## src/spc_cfg.svh

```systemverilog
// spc_cfg.svh: register map, field positions, codes, resets and timing counts
// assumes a 100 MHz mclk and a byte-addressed 32-bit Avalon-MM slave port
// Behaviour
// - one 100 ns sync pulse per carrier period
// - no sync above 10 MHz carrier
// - no sync for noise or dc
// - arbitrary wave pulses once per repetition
// - internal modulation pulses at modulating rate
// - internal keying pulses at keying rate
// - external modulation turns aux into input
// - sweep or burst disables sync output
// - sync needs enable; source channel selectable
// - internal reference default; external lock; drive out
// - flag missing external reference, keep selection
// - locked mode resets both accumulators together
// - independent mode: no reset on frequency writes, phase writes blocked
// - integer ratio kept exact via control word
// - overvoltage turns output off and alerts
// - trip at 11 V if large setting, else 4 V
// - host sends sync event, slave receives it
// - slave applies configurable delay compensation
`ifndef SPC_CFG_SVH
`define SPC_CFG_SVH

// ----------------------------------------
// timing
// ----------------------------------------
`define SPC_CLK_MHZ      100
`define SPC_SYNC_NS      100
`define SPC_SYNC_CYC     (`SPC_SYNC_NS * `SPC_CLK_MHZ / 1000)
`define SPC_SYNC_MAX_MHZ 10
`define SPC_FTW_MAX      (64'h0000_0001_0000_0000 * `SPC_SYNC_MAX_MHZ / `SPC_CLK_MHZ)
`define SPC_REF_MHZ      10
`define SPC_REF_HALF     (`SPC_CLK_MHZ / `SPC_REF_MHZ / 2)
`define SPC_REF_TMO_NS   1000
`define SPC_REF_TMO_CYC  (`SPC_REF_TMO_NS * `SPC_CLK_MHZ / 1000)

// ----------------------------------------
// overvoltage levels in mV
// ----------------------------------------
`define SPC_OVP_HI_MV    16'h2AF8
`define SPC_OVP_LO_MV    16'h0FA0
`define SPC_AMP_BIG_MV   16'h0C80
`define SPC_OFS_BIG_MV   16'h07D0

// ----------------------------------------
// register addresses
// ----------------------------------------
`define SPC_A_CTRL       8'h00
`define SPC_A_RATIO      8'h20
`define SPC_A_DELAY      8'h40
`define SPC_A_CMD        8'h44
`define SPC_A_STATUS     8'h48
`define SPC_A_CH_BIT     5
`define SPC_O_CFG        5'h04
`define SPC_O_FTW        5'h08
`define SPC_O_MFTW       5'h0C
`define SPC_O_PHASE      5'h10
`define SPC_O_LEVEL      5'h14

// ----------------------------------------
// fields and codes
// ----------------------------------------
`define SPC_C_SYNC_EN    0
`define SPC_C_SRC        1
`define SPC_C_REF_EXT    2
`define SPC_C_REF_OUT    3
`define SPC_C_LOCKED     4
`define SPC_C_COMP       5
`define SPC_C_SLAVE      6
`define SPC_CTRL_RST     32'h0000_0010
`define SPC_F_WAVE       2:0
`define SPC_F_MOD        7:4
`define SPC_F_MEXT       8
`define SPC_F_SWEEP      9
`define SPC_F_BURST      10
`define SPC_F_OUTEN      11
`define SPC_W_BASIC      3'h0
`define SPC_W_ARB        3'h1
`define SPC_W_NOISE      3'h2
`define SPC_W_DC         3'h3
`define SPC_M_NONE       4'h0
`define SPC_M_LAST       4'h8
`define SPC_F_AMP        15:0
`define SPC_F_OFS        31:16
`define SPC_F_RATIO      7:0
`define SPC_R_DIR        8
`define SPC_F_DELAY      15:0
`define SPC_K_SEND       0
`define SPC_S_REFMISS    0
`define SPC_S_OVP0       1
`define SPC_S_AUX        3
`define SPC_S_PEND       4
`define SPC_ZERO         32'h0000_0000

`endif

```

## src/spc_pkg.sv

```systemverilog
// spc_pkg: shared types of the sync, reference and phase control block
// assumes spc_cfg.svh holds every number
package spc_pkg;
    typedef logic [31:0] spc_word_t;
    // slave sync event handling
    typedef enum logic {SS_IDLE, SS_WAIT} spc_slv_st_t;
endpackage

```

## src/spc_top.sv

```systemverilog
// spc_top: sync pulse, reference select, phase mode, overvoltage and
// multi-device sync control for two channels
// assumes Avalon-MM master, synchronous pins, 100 MHz mclk
//
// The Avalon-MM interface to the registers and the register offsets were chosen for this implementation.
`timescale 1ns/100ps
`include "spc_cfg.svh"
module spc_top
    import spc_pkg::*;
(
    // clock and reset
    input  wire logic        mclk,
    input  wire logic        rst_n,
    // register bus
    input  wire logic [7:0]  avs_address,
    input  wire logic        avs_read,
    input  wire logic        avs_write,
    input  wire logic [31:0] avs_writedata,
    input  wire logic [3:0]  avs_byteenable,
    output logic      [31:0] avs_readdata,
    output logic             avs_waitrequest,
    // aux sync port
    input  wire logic        aux_in,
    output logic             aux_out,
    output logic             aux_oe,
    // reference clock port
    input  wire logic        reference_clock_port_in,
    output logic             reference_clock_port_out,
    output logic             reference_clock_port_oe,
    // trigger and sync port
    input  wire logic        trig_in,
    output logic             trig_out,
    output logic             trig_oe,
    // first_channel
    input  wire logic [15:0] first_channel_vmag_mv,
    output logic      [31:0] first_channel_phase,
    output logic             first_channel_out_en,
    // second_channel
    input  wire logic [15:0] second_channel_vmag_mv,
    output logic      [31:0] second_channel_phase,
    output logic             second_channel_out_en
);
    // ----------------------------------------
    // reset release
    // ----------------------------------------
    logic [1:0] rsync_q;
    logic       rstn;

    always_ff @(posedge mclk or negedge rst_n) begin
        if (!rst_n) begin
            rsync_q <= 2'b00;
        end else begin
            rsync_q <= {rsync_q[0], 1'b1};
        end
    end
    assign rstn = rsync_q[1];

    // ----------------------------------------
    // bus handshake
    // ----------------------------------------
    logic      wait_q, wait_d;
    spc_word_t rdata_q, rdata_d, rmux;
    logic      req, wr_go;
    logic      ch_sel;
    logic [4:0] ch_off;
    logic      ch_hit;

    assign req    = avs_read || avs_write;
    assign wr_go  = avs_write && !wait_q;
    assign ch_sel = avs_address[`SPC_A_CH_BIT];
    assign ch_off = avs_address[4:0];
    assign ch_hit = (avs_address[7:6] == 2'b00) && (ch_off >= `SPC_O_CFG)
                    && (ch_off <= `SPC_O_LEVEL) && (ch_off[1:0] == 2'b00);

    function automatic spc_word_t merge(spc_word_t old, spc_word_t wd,
                                        logic [3:0] be);
        spc_word_t m;
        m = {{8{be[3]}}, {8{be[2]}}, {8{be[1]}}, {8{be[0]}}};
        return (old & ~m) | (wd & m);
    endfunction

    // waitrequest drops for one cycle after a request shows up
    always_comb begin
        wait_d  = 1'b1;
        rdata_d = rdata_q;
        if (req && wait_q) begin
            wait_d  = 1'b0;
            rdata_d = avs_read ? rmux : `SPC_ZERO;
        end
    end

    always_ff @(posedge mclk or negedge rstn) begin
        if (!rstn) begin
            wait_q  <= 1'b1;
            rdata_q <= `SPC_ZERO;
        end else begin
            wait_q  <= wait_d;
            rdata_q <= rdata_d;
        end
    end

    // ----------------------------------------
    // global registers
    // ----------------------------------------
    spc_word_t ctrl_q, ctrl_d, ratio_q, ratio_d, dly_q, dly_d;
    logic      host_send;
    logic      locked, slave;

    assign locked    = ctrl_q[`SPC_C_LOCKED];
    assign slave     = ctrl_q[`SPC_C_SLAVE];
    assign host_send = wr_go && (avs_address == `SPC_A_CMD) && !slave
                       && avs_byteenable[0] && avs_writedata[`SPC_K_SEND];

    always_comb begin
        ctrl_d  = ctrl_q;
        ratio_d = ratio_q;
        dly_d   = dly_q;
        if (wr_go && avs_address == `SPC_A_CTRL) begin
            ctrl_d = merge(ctrl_q, avs_writedata, avs_byteenable);
        end
        if (wr_go && avs_address == `SPC_A_RATIO) begin
            ratio_d = merge(ratio_q, avs_writedata, avs_byteenable);
        end
        if (wr_go && avs_address == `SPC_A_DELAY) begin
            dly_d = merge(dly_q, avs_writedata, avs_byteenable);
        end
    end

    always_ff @(posedge mclk or negedge rstn) begin
        if (!rstn) begin
            ctrl_q  <= `SPC_CTRL_RST;
            ratio_q <= `SPC_ZERO;
            dly_q   <= `SPC_ZERO;
        end else begin
            ctrl_q  <= ctrl_d;
            ratio_q <= ratio_d;
            dly_q   <= dly_d;
        end
    end

    // ----------------------------------------
    // slave sync event and delay
    // ----------------------------------------
    spc_slv_st_t st_q, st_d;
    logic [15:0] cnt_q, cnt_d;
    logic        tprev_q, tprev_d;
    logic        slv_rst, freq_wr, acc_rst;

    always_comb begin
        st_d    = st_q;
        cnt_d   = cnt_q;
        tprev_d = trig_in;
        slv_rst = 1'b0;
        unique case (st_q)
            SS_IDLE: begin
                if (slave && trig_in && !tprev_q) begin
                    st_d  = SS_WAIT;
                    cnt_d = dly_q[`SPC_F_DELAY];
                end
            end
            SS_WAIT: begin
                if (cnt_q == 16'h0000) begin
                    st_d    = SS_IDLE;
                    slv_rst = 1'b1;
                end else begin
                    cnt_d = cnt_q - 16'h0001;
                end
            end
        endcase
    end

    always_ff @(posedge mclk or negedge rstn) begin
        if (!rstn) begin
            st_q    <= SS_IDLE;
            cnt_q   <= 16'h0000;
            tprev_q <= 1'b0;
        end else begin
            st_q    <= st_d;
            cnt_q   <= cnt_d;
            tprev_q <= tprev_d;
        end
    end

    // both channels always restart together, never one alone
    assign acc_rst = (freq_wr && locked) || slv_rst || host_send;

    // ----------------------------------------
    // per channel logic
    // ----------------------------------------
    spc_word_t ftw[2], cfg[2], rd_ch[2][5];
    logic      trip[2], sync_tr[2], sync_ok[2], fwr[2], ovp[2];
    logic [15:0] vmag[2];

    assign vmag[0] = first_channel_vmag_mv;
    assign vmag[1] = second_channel_vmag_mv;
    assign freq_wr = fwr[0] || fwr[1];

    for (genvar i = 0; i < 2; i++) begin : g_ch
        spc_word_t cfg_q, cfg_d, ftw_q, ftw_d, mftw_q, mftw_d;
        spc_word_t ph_q, ph_d, lvl_q, lvl_d, eff_q, eff_d;
        spc_word_t acc_q, acc_d, macc_q, macc_d, out_q, out_d;
        logic      wrap_q, wrap_d, mwrap_q, mwrap_d, ovp_q, ovp_d;
        logic      hit, imod, ok, big;
        logic [15:0] lim;

        assign hit  = wr_go && ch_hit && (ch_sel == 1'(i));
        assign fwr[i] = hit && (ch_off == `SPC_O_FTW || ch_off == `SPC_O_MFTW);
        assign imod = (cfg_q[`SPC_F_MOD] != `SPC_M_NONE)
                      && (cfg_q[`SPC_F_MOD] <= `SPC_M_LAST) && !cfg_q[`SPC_F_MEXT];
        assign big  = (lvl_q[`SPC_F_AMP] >= `SPC_AMP_BIG_MV)
                      || (lvl_q[`SPC_F_OFS] >= `SPC_OFS_BIG_MV);
        assign lim  = big ? `SPC_OVP_HI_MV : `SPC_OVP_LO_MV;
        assign trip[i] = (vmag[i] > lim);

        // settings; a trip overrides a same-cycle output enable write
        always_comb begin
            cfg_d  = cfg_q;
            ftw_d  = ftw_q;
            mftw_d = mftw_q;
            ph_d   = ph_q;
            lvl_d  = lvl_q;
            if (hit) begin
                unique case (ch_off)
                    `SPC_O_CFG:   cfg_d  = merge(cfg_q, avs_writedata, avs_byteenable);
                    `SPC_O_FTW:   ftw_d  = merge(ftw_q, avs_writedata, avs_byteenable);
                    `SPC_O_MFTW:  mftw_d = merge(mftw_q, avs_writedata, avs_byteenable);
                    `SPC_O_PHASE: begin
                        if (locked) begin
                            ph_d = merge(ph_q, avs_writedata, avs_byteenable);
                        end
                    end
                    `SPC_O_LEVEL: lvl_d  = merge(lvl_q, avs_writedata, avs_byteenable);
                    default: ;
                endcase
            end
            if (trip[i]) begin
                cfg_d[`SPC_F_OUTEN] = 1'b0;
            end
        end

        // ratio follower: the derived word is an exact multiple
        always_comb begin
            eff_d = ftw_q;
            if (ctrl_q[`SPC_C_COMP] && (ratio_q[`SPC_R_DIR] == (i == 0))) begin
                eff_d = 32'(ftw[1-i] * ratio_q[`SPC_F_RATIO]);
            end
        end

        // accumulators; 33-bit sums give the wrap carry
        always_comb begin
            {wrap_d, acc_d}   = {1'b0, acc_q} + {1'b0, eff_q};
            {mwrap_d, macc_d} = {1'b0, macc_q} + {1'b0, mftw_q};
            if (acc_rst) begin
                acc_d   = `SPC_ZERO;
                macc_d  = `SPC_ZERO;
                wrap_d  = 1'b0;
                mwrap_d = 1'b0;
            end
            out_d = acc_q + ph_q;
        end

        // sticky alert, status write-one clears, a new trip wins
        always_comb begin
            ovp_d = ovp_q;
            if (wr_go && avs_address == `SPC_A_STATUS && avs_byteenable[0]
                && avs_writedata[`SPC_S_OVP0 + i]) begin
                ovp_d = 1'b0;
            end
            if (trip[i]) begin
                ovp_d = 1'b1;
            end
        end

        always_ff @(posedge mclk or negedge rstn) begin
            if (!rstn) begin
                {cfg_q, ftw_q, mftw_q, ph_q, lvl_q, eff_q, acc_q, macc_q, out_q} <= '0;
                {wrap_q, mwrap_q, ovp_q} <= '0;
            end else begin
                {cfg_q, ftw_q, mftw_q, ph_q, lvl_q, eff_q, acc_q, macc_q, out_q}
                    <= {cfg_d, ftw_d, mftw_d, ph_d, lvl_d, eff_d, acc_d, macc_d, out_d};
                {wrap_q, mwrap_q, ovp_q} <= {wrap_d, mwrap_d, ovp_d};
            end
        end

        // which wrap marks a sync period for this channel
        always_comb begin
            ok = !cfg_q[`SPC_F_SWEEP] && !cfg_q[`SPC_F_BURST]
                 && !cfg_q[`SPC_F_MEXT];
            if (imod) begin
                sync_tr[i] = mwrap_q;
            end else if (cfg_q[`SPC_F_WAVE] == `SPC_W_ARB) begin
                sync_tr[i] = wrap_q;
            end else begin
                sync_tr[i] = wrap_q;
                ok = ok && (cfg_q[`SPC_F_WAVE] == `SPC_W_BASIC)
                     && ({32'h0000_0000, eff_q} <= `SPC_FTW_MAX);
            end
            sync_ok[i] = ok;
        end

        assign ftw[i]      = eff_q;
        assign cfg[i]      = cfg_q;
        assign ovp[i]      = ovp_q;
        assign rd_ch[i]    = '{cfg_q, ftw_q, mftw_q, ph_q, lvl_q};
        if (i == 0) begin : g_o0
            assign first_channel_phase  = out_q;
            assign first_channel_out_en = cfg_q[`SPC_F_OUTEN];
        end else begin : g_o1
            assign second_channel_phase  = out_q;
            assign second_channel_out_en = cfg_q[`SPC_F_OUTEN];
        end
    end

    // ----------------------------------------
    // sync pulse and aux port direction
    // ----------------------------------------
    logic src, sync_go, sync_kill, aoe_q, aoe_d;

    assign src       = ctrl_q[`SPC_C_SRC];
    assign sync_kill = !ctrl_q[`SPC_C_SYNC_EN] || !sync_ok[src];
    assign sync_go   = !sync_kill && sync_tr[src];
    assign aoe_d     = ctrl_q[`SPC_C_SYNC_EN] && !cfg[src][`SPC_F_MEXT];

    spc_pulse u_sync (
        .clk   (mclk),
        .rst_n (rstn),
        .trig  (sync_go),
        .clr   (sync_kill),
        .pulse (aux_out)
    );

    // host sync event uses the same fixed width on the trigger port
    spc_pulse u_trig (
        .clk   (mclk),
        .rst_n (rstn),
        .trig  (host_send),
        .clr   (slave),
        .pulse (trig_out)
    );

    // ----------------------------------------
    // reference select, drive and monitor
    // ----------------------------------------
    logic [2:0] div_q, div_d;
    logic       rclk_q, rclk_d, roe_q, roe_d, toe_q, toe_d, refmiss;

    // divider makes the outgoing 10 MHz reference from mclk
    always_comb begin
        div_d  = div_q + 3'h1;
        rclk_d = rclk_q;
        if (div_q == 3'(`SPC_REF_HALF - 1)) begin
            div_d  = 3'h0;
            rclk_d = !rclk_q;
        end
        roe_d = !ctrl_q[`SPC_C_REF_EXT] && ctrl_q[`SPC_C_REF_OUT];
        toe_d = !slave;
    end

    always_ff @(posedge mclk or negedge rstn) begin
        if (!rstn) begin
            {div_q, rclk_q, roe_q, toe_q, aoe_q} <= '0;
        end else begin
            {div_q, rclk_q, roe_q, toe_q, aoe_q} <= {div_d, rclk_d, roe_d, toe_d, aoe_d};
        end
    end

    spc_refmon u_ref (
        .clk     (mclk),
        .rst_n   (rstn),
        .en      (ctrl_q[`SPC_C_REF_EXT]),
        .ref_in  (reference_clock_port_in),
        .missing (refmiss)
    );

    // ----------------------------------------
    // read mux and outputs
    // ----------------------------------------
    always_comb begin
        rmux = `SPC_ZERO;
        if (ch_hit) begin
            rmux = rd_ch[ch_sel][3'((ch_off - `SPC_O_CFG) >> 2)];
        end else begin
            unique case (avs_address)
                `SPC_A_CTRL:  rmux = ctrl_q;
                `SPC_A_RATIO: rmux = ratio_q;
                `SPC_A_DELAY: rmux = dly_q;
                `SPC_A_STATUS: rmux[`SPC_S_PEND:`SPC_S_REFMISS] =
                    {st_q == SS_WAIT, aux_in, ovp[1], ovp[0], refmiss};
                default: rmux = `SPC_ZERO;
            endcase
        end
    end

    assign avs_readdata             = rdata_q;
    assign avs_waitrequest          = wait_q;
    assign aux_oe                   = aoe_q;
    assign reference_clock_port_out = rclk_q;
    assign reference_clock_port_oe  = roe_q;
    assign trig_oe                  = toe_q;
endmodule

```

## src/spc_pulse.sv

```systemverilog
// spc_pulse: fixed-width pulse stretcher for the sync output
// assumes trig and clr are synchronous single-cycle or level terms
`timescale 1ns/100ps
`include "spc_cfg.svh"
module spc_pulse (
    // clock and reset
    input  wire logic clk,
    input  wire logic rst_n,
    // control
    input  wire logic trig,
    input  wire logic clr,
    // pulse out
    output logic      pulse
);
    logic [3:0] cnt_q, cnt_d;
    logic       pulse_q, pulse_d;

    // ----------------------------------------
    // width counter
    // ----------------------------------------
    // a new wrap restarts the width so pulses never merge shorter
    always_comb begin
        cnt_d = cnt_q;
        if (clr) begin
            cnt_d = 4'h0;
        end else if (trig) begin
            cnt_d = 4'(`SPC_SYNC_CYC);
        end else if (cnt_q != 4'h0) begin
            cnt_d = cnt_q - 4'h1;
        end
        pulse_d = (cnt_d != 4'h0);
    end

    always_ff @(posedge clk or negedge rst_n) begin
        if (!rst_n) begin
            cnt_q   <= 4'h0;
            pulse_q <= 1'b0;
        end else begin
            cnt_q   <= cnt_d;
            pulse_q <= pulse_d;
        end
    end

    assign pulse = pulse_q;
endmodule

```

## src/spc_refmon.sv

```systemverilog
// spc_refmon: watches the reference port for a live external clock
// assumes ref_in is already synchronous to clk
`timescale 1ns/100ps
`include "spc_cfg.svh"
module spc_refmon (
    // clock and reset
    input  wire logic clk,
    input  wire logic rst_n,
    // monitor
    input  wire logic en,
    input  wire logic ref_in,
    output logic      missing
);
    logic       prev_q, prev_d;
    logic [7:0] cnt_q, cnt_d;
    logic       miss_q, miss_d;

    // ----------------------------------------
    // edge timeout
    // ----------------------------------------
    // only a stuck line is caught, not a wrong frequency
    always_comb begin
        prev_d = ref_in;
        cnt_d  = cnt_q;
        miss_d = miss_q;
        if (!en) begin
            cnt_d  = 8'h00;
            miss_d = 1'b0;
        end else if (ref_in && !prev_q) begin
            cnt_d  = 8'h00;
            miss_d = 1'b0;
        end else if (cnt_q == 8'(`SPC_REF_TMO_CYC - 1)) begin
            miss_d = 1'b1;
        end else begin
            cnt_d = cnt_q + 8'h01;
        end
    end

    always_ff @(posedge clk or negedge rst_n) begin
        if (!rst_n) begin
            prev_q <= 1'b0;
            cnt_q  <= 8'h00;
            miss_q <= 1'b0;
        end else begin
            prev_q <= prev_d;
            cnt_q  <= cnt_d;
            miss_q <= miss_d;
        end
    end

    assign missing = miss_q;
endmodule

```

## config.mk

```make
export PLATFORM = sky130hd
export DESIGN_NAME = spc_top
export DESIGN_NICKNAME = d
export VERILOG_FILES = /design/src/spc_pkg.sv /design/src/spc_top.sv /design/src/spc_pulse.sv /design/src/spc_refmon.sv
export VERILOG_INCLUDE_DIRS = /design/src /design/src/src
export SDC_FILE = /design/constraint.sdc
export NUM_CORES = 2
export LEC_CHECK = 0
export BUFFER_PORTS_ARGS = -buffer_cell sky130_fd_sc_hd__buf_2
export CORE_MARGIN = 4
export CORE_UTILIZATION = 55
export DETAILED_ROUTE_END_ITERATION = 10
export PLACE_DENSITY = 0.76
export SYNTH_ARGS = -nofsm -noshare
export SYNTH_HDL_FRONTEND = slang
export SYNTH_HIERARCHICAL = 1
export SYNTH_SLANG_ARGS = --single-unit
```

## constraint.sdc

```tcl
create_clock -name mclk -period 22.1 [get_ports mclk]
set_clock_uncertainty 0.1 [all_clocks]
set_input_delay 4.42 -clock mclk [delete_from_list [all_inputs] [get_ports mclk]]
set_output_delay 4.42 -clock mclk [all_outputs]
set_load 0.005 [all_outputs]
```

* After elaboration in Yosys (flattened, before gate mapping)
Cells that the tools add are included.
** Storage, ports and cells
- Register bits :: 758
- Input bits :: 83
- Output and inout port bits :: 105
- Logic and storage cells :: 293
** Cells by class
- $add $sub $neg :: 12
- Multiply operators :: 2
- $lt $le $gt $ge :: 15
- Eq/ne operators :: 17
- Multiplexer cells :: 69
- Bitwise operators :: 34
- Reductions and logical operators :: 97
** Operator list (count)
- 160-bit 2-to-1 mux :: 3
- 32-bit AND :: 14
- 32-bit OR :: 13
- 32-bit 2-to-1 mux :: 10
- 32-bit by 32-bit adder with 33-bit output :: 4
- 32-bit binary-select mux with 3-bit select :: 1
- 27-bit case mux with 3 select lines :: 1
- 32-bit adder :: 2
- 32-bit by 29-bit less-or-equal comparator with 1-bit output, second input constant :: 2
- 32-bit by 8-bit multiplier with 32-bit output :: 2
- 12-bit 2-to-1 mux :: 4
- 1-bit logical AND :: 42
- 8-bit by 7-bit equality test with 1-bit output, second input constant :: 4
- 16-bit by 11-bit greater-or-equal comparator with 1-bit output, second input constant :: 2
- 16-bit by 12-bit greater-or-equal comparator with 1-bit output, second input constant :: 2
- 16-bit by 14-bit > comparator with 1-bit output :: 2
- 16-bit 2-to-1 mux :: 2
- 32-bit NOT :: 1
- 16-bit case mux with 2 select lines :: 1
- 1-bit 2-to-1 mux :: 30
- 14-bit 2-to-1 mux :: 2
- 9-bit 2-to-1 mux :: 3
- 4-bit 2-to-1 mux :: 6
- 8-bit 2-to-1 mux :: 3
- other kinds (35) :: 90

* Longest topological paths before layout
- Word-level depth :: 17
- Gate-level depth with buffers :: 23
- Gate-level depth less buffers :: 20

* Modules after synthesis
Netlist, hierarchy kept.
** Modules (own cells, without submodules)
- spc_top :: times used 1, cells each 5019, area each 52489.1 µm², sequential area each 18470.2 µm²
- spc_pulse :: times used 2, cells each 26, area each 295.3 µm², sequential area each 125.1 µm²
- spc_refmon :: times used 1, cells each 44, area each 498.0 µm², sequential area each 250.2 µm²

* Worst setup path before layout
Ideal clock, no wire load.
- Path kind :: in2reg
- Start point :: input port avs_address[2]
- End point :: register rdata_q[21] (netlist: avs_readdata[21])
- Setup time :: 133 ps
- Arrival :: 6716 ps
- Path slack :: 15150 ps
- Cell stages on the path :: 11
- Buffers on the path :: 3
- Path through :: buf_1 inv_2 clkbuf_1 ha_1 xnor2_1 clkbuf_1 o31ai_1 a22oi_1 nand2_1 o21ai_0 o21ai_0
** On the way
- Cells in the longest elaborated chain, start to end :: 7
** RTL lines
- start, declared :: line spc_top.sv:15 : input wire logic [7:0] avs_address,
- 5-bit by 3-bit subtractor with 5-bit output (no line)
- 3-bit NOT with 4-bit output :: line spc_top.sv:381 : rmux = rd_ch[ch_sel][3'((ch_off - `SPC_O_CFG) >> 2)];
- 32-bit binary-select mux with 3-bit select :: line spc_top.sv:381
- 32-bit 2-to-1 mux (2 in series) :: line spc_top.sv:381
- 32-bit 2-to-1 mux (*) :: line spc_top.sv:380 : if (ch_hit) begin
- 32-bit 2-to-1 mux (no line) (*)
- end signal, assigned :: line spc_top.sv:95 : rdata_q <= `SPC_ZERO;
- end signal, assigned :: line spc_top.sv:98 : rdata_q <= rdata_d;
- end, declared :: line spc_top.sv:62 : spc_word_t rdata_q, rdata_d, rmux;
Every way passes the cells marked *; elsewhere a longest branch is shown, timed or not. The select of a mux whose other input is x is not followed.
A chain may end at the register's enable or synchronous reset.

==> results.toml <==
[synth]
synth_edf_count = 0
seq_area_frac_synth = 0.354
synth_fp_nets = 5809
synth-main-ff-cell = "dfrtp_1"
netlist_instances = 5115
synth_area_mm2 = 0.0536
syn_area_per_cell_um2 = 10.5
async_reset_ff_frac = 1.00
yosysWarnings = 6
ys_ff_latch = 758
synth.distinct_cells = 105

[floorplanning]
initial_core_util = 0.554
die-area_mm2 = 0.102
die_x_um = 320
fp.coreArea_mm2 = 0.0967
boundaryPins = 188
rows = 114
die_y_um = 320

[clock_network]
cts_hold_buf = 0
cts_root_buf = "clkbuf_16"
cts_resized = 0
cts_tree = "done"
cts_inserted_buffers = 82
clockBufferDepth = 3
cts-htree-levels = 3
clock-sinks = 758
clock_latency_ns = 0.68
cts_setup_buffers = 0
clk_pin_slew_ns = 0.06

[power_and_ir_drop]
power.density_mw_per_mm2 = 54.0
peakVddDrop_mv = 0.0592
p_leak_uw = 0.0298

[route]
first_pass_iters = 6
drt-total-wl_um = 161000
wl_met3_um = 15500
drc = 0
wl_met2_um = 72700
top_layer = "met5"
wl_met1_um = 62200
drt-initial-drc-count = 4003
wire_per_inst_um = 24.5
ant_nets = 0
dr_total_vias = 41000
post_drt_via_cell_ratio = 6.25

[sta]
slew_violations = 0
relSlewSlack = 0.120
max_freq_mhz = 137
worstMarginPinSlew_ns = 1.32
hold_viol_final = 0
rsz0062_at_grt = "false"
setup_viol = 0
tns_ns = 0
fin_crit_sh = 0.329
post-route-min-period_ns = 7.27

[finish]
syn_to_final_growth_pct = 8.99
num-fill-cells = 7860
final_cell_mix = "dfrtp_1 (753), nand2_1 (463), mux2_2 (419)"
fin_area_mm2 = 0.0584
drive_above_1_share = 0.175
mostFrequentLayoutCell = "dfrtp_1"
final_nets = 5907

[global_route]
gr-usage-all-layers = 0.314
grt_max_degree = 170
grt_pass1_vias = 41300
antenna_found_initial = 4
grt_pass1_wl_um = 248000
grt-ovfl-total = 0

[outcome]
status = "complete, no violations"

[worst_setup_path]
timing.critical_path.arrival_ns = 7.71
path_cells = "buf_2 -> nor4_1 -> o21a_2 -> buf_4 -> nand3_1 -> nor2_1 -> nand2_1 -> mux2_2"
path_class = "primary input to register"
critPathSlowestCell = "nor2_1"
start_kind = "primary input"
reg2reg_to = "g_ch[1].eff_q[30]"
max_stage_delay_ns = 0.74
r2r_setup_slack_ns = 15.56
critPathMaxFanout = 68
rr_worst_depth = 19
cp-end-kind = "register"
crit_start = "avs_address[1]"
worstPathRequired_ns = 22.53

[placed_design]
portBuffers = 187
dpl_cell_area_mm2 = 0.0556
gp_congestion = 0.972
dpl.hpwl_um = 118000

[hold_path]
min_path_cells = 0
min_path_type = "register to register"
hold_path.startpoint = "rsync_q[0]"
hold_path_end = "rsync_q[1]"

[flow_run]
maxCapViolCount = 0
where the power goes:
part	internal, µW	switching (µW)
clock	834	608
sequential	1430	34.5
combinational	83.0	162
total	2350	804
Yosys cell counts (29+ instances only):
library cell	count	area (µm²)
nor3_1	44	220
nand2b_1	42	263
ha_1	293	3670
o21a_1	29	218
fa_1	318	6370
a21oi_1	247	1240
mux2i_1	77	771
xnor2_1	152	1330
inv_1	343	1290
mux4_2	64	1440
and2_1	365	2280
a22oi_1	33	248
o21bai_1	42	315
nand2_1	464	1740
clkbuf_1	148	556
mux2_2	419	4720
nand4_1	35	219
dfrtp_1	756	18900
o31ai_1	34	255
a21o_1	109	818
a211oi_1	44	330
nor2_1	246	923
xor2_1	94	823
o21ai_0	253	1270
nand3_1	80	400
worst max-delay path, delay by kind of cell:
kind	cells	cell delay [ns]
multiplexers	1	0.39
AND/OR/NAND/NOR	4	1.98
AO/OA/AOI/OAI	1	0.23
buffers and inverters	2	0.66
final cells by class:
class	instances	area, µm²	area share
Clock buffer	113	2320	0.0397
Clock inverter	36	482	0.00825
Inverter	344	1290	0.0221
Multi-Input combinational cell	3806	32500	0.557
Sequential cell	758	19000	0.325
Timing Repair Buffer	221	1220	0.0210
Antenna cell	2	5.00	0.0000857
Tap cell	1276	1600	0.0273
logic make-up after synthesis:
group | Yosys count | share of synthesized area
AOI/OAI and AO/OA | 946 | 0.113
xor gates and xnor gates | 246 | 0.0402
adders and majority gates | 611 | 0.187
buffers and inverters | 551 | 0.0400
DFF | 758 | 0.354
muxes | 562 | 0.130
other | 1 | 0.0000700
and+or+nand+nor | 1440 | 0.135
through the flow:
step | instances | setup slack (ns) | util | total power [µW] | hold slack (ns)
after detailed placement | 6405 | 14.21 | 0.575 | 1730 | 0.239
after global routing | 6554 | 14.62 | 0.604 | 3250 | 0.260
after global placement | 6405 | 14.25 | 0.575 | 1720 | 0.239
after floorplan | 5115 | 9.69 | - | 1650 | 0.231
after CTS | 6554 | 14.92 | 0.604 | 3170 | 0.258
final | 6556 | 14.83 | 0.604 | 3150 | 0.252
worst max path at each step:
| stage | to | slack (ns) |
|---|---|---|
| 6_report | register | 14.83 |
| 5_1_grt | avs_readdata[5] | 14.62 |
| 4_1_cts | avs_readdata[18] | 14.92 |
| 3_5_place_dp | avs_readdata[18] | 14.21 |
| 3_3_place_gp | avs_readdata[18] | 14.25 |
| 2_1_floorplan | async pin | 9.69 |
metal layers:
layer / global-route usage / up-vias
li1: - / 17900
met1: 0.406 / 20700
met2: 0.486 / 1867
met3: 0.0802 / 511
met4: 0.176 / 4
met5: 0 / -
No activity file was read; power rests on OpenSTA's default activity.
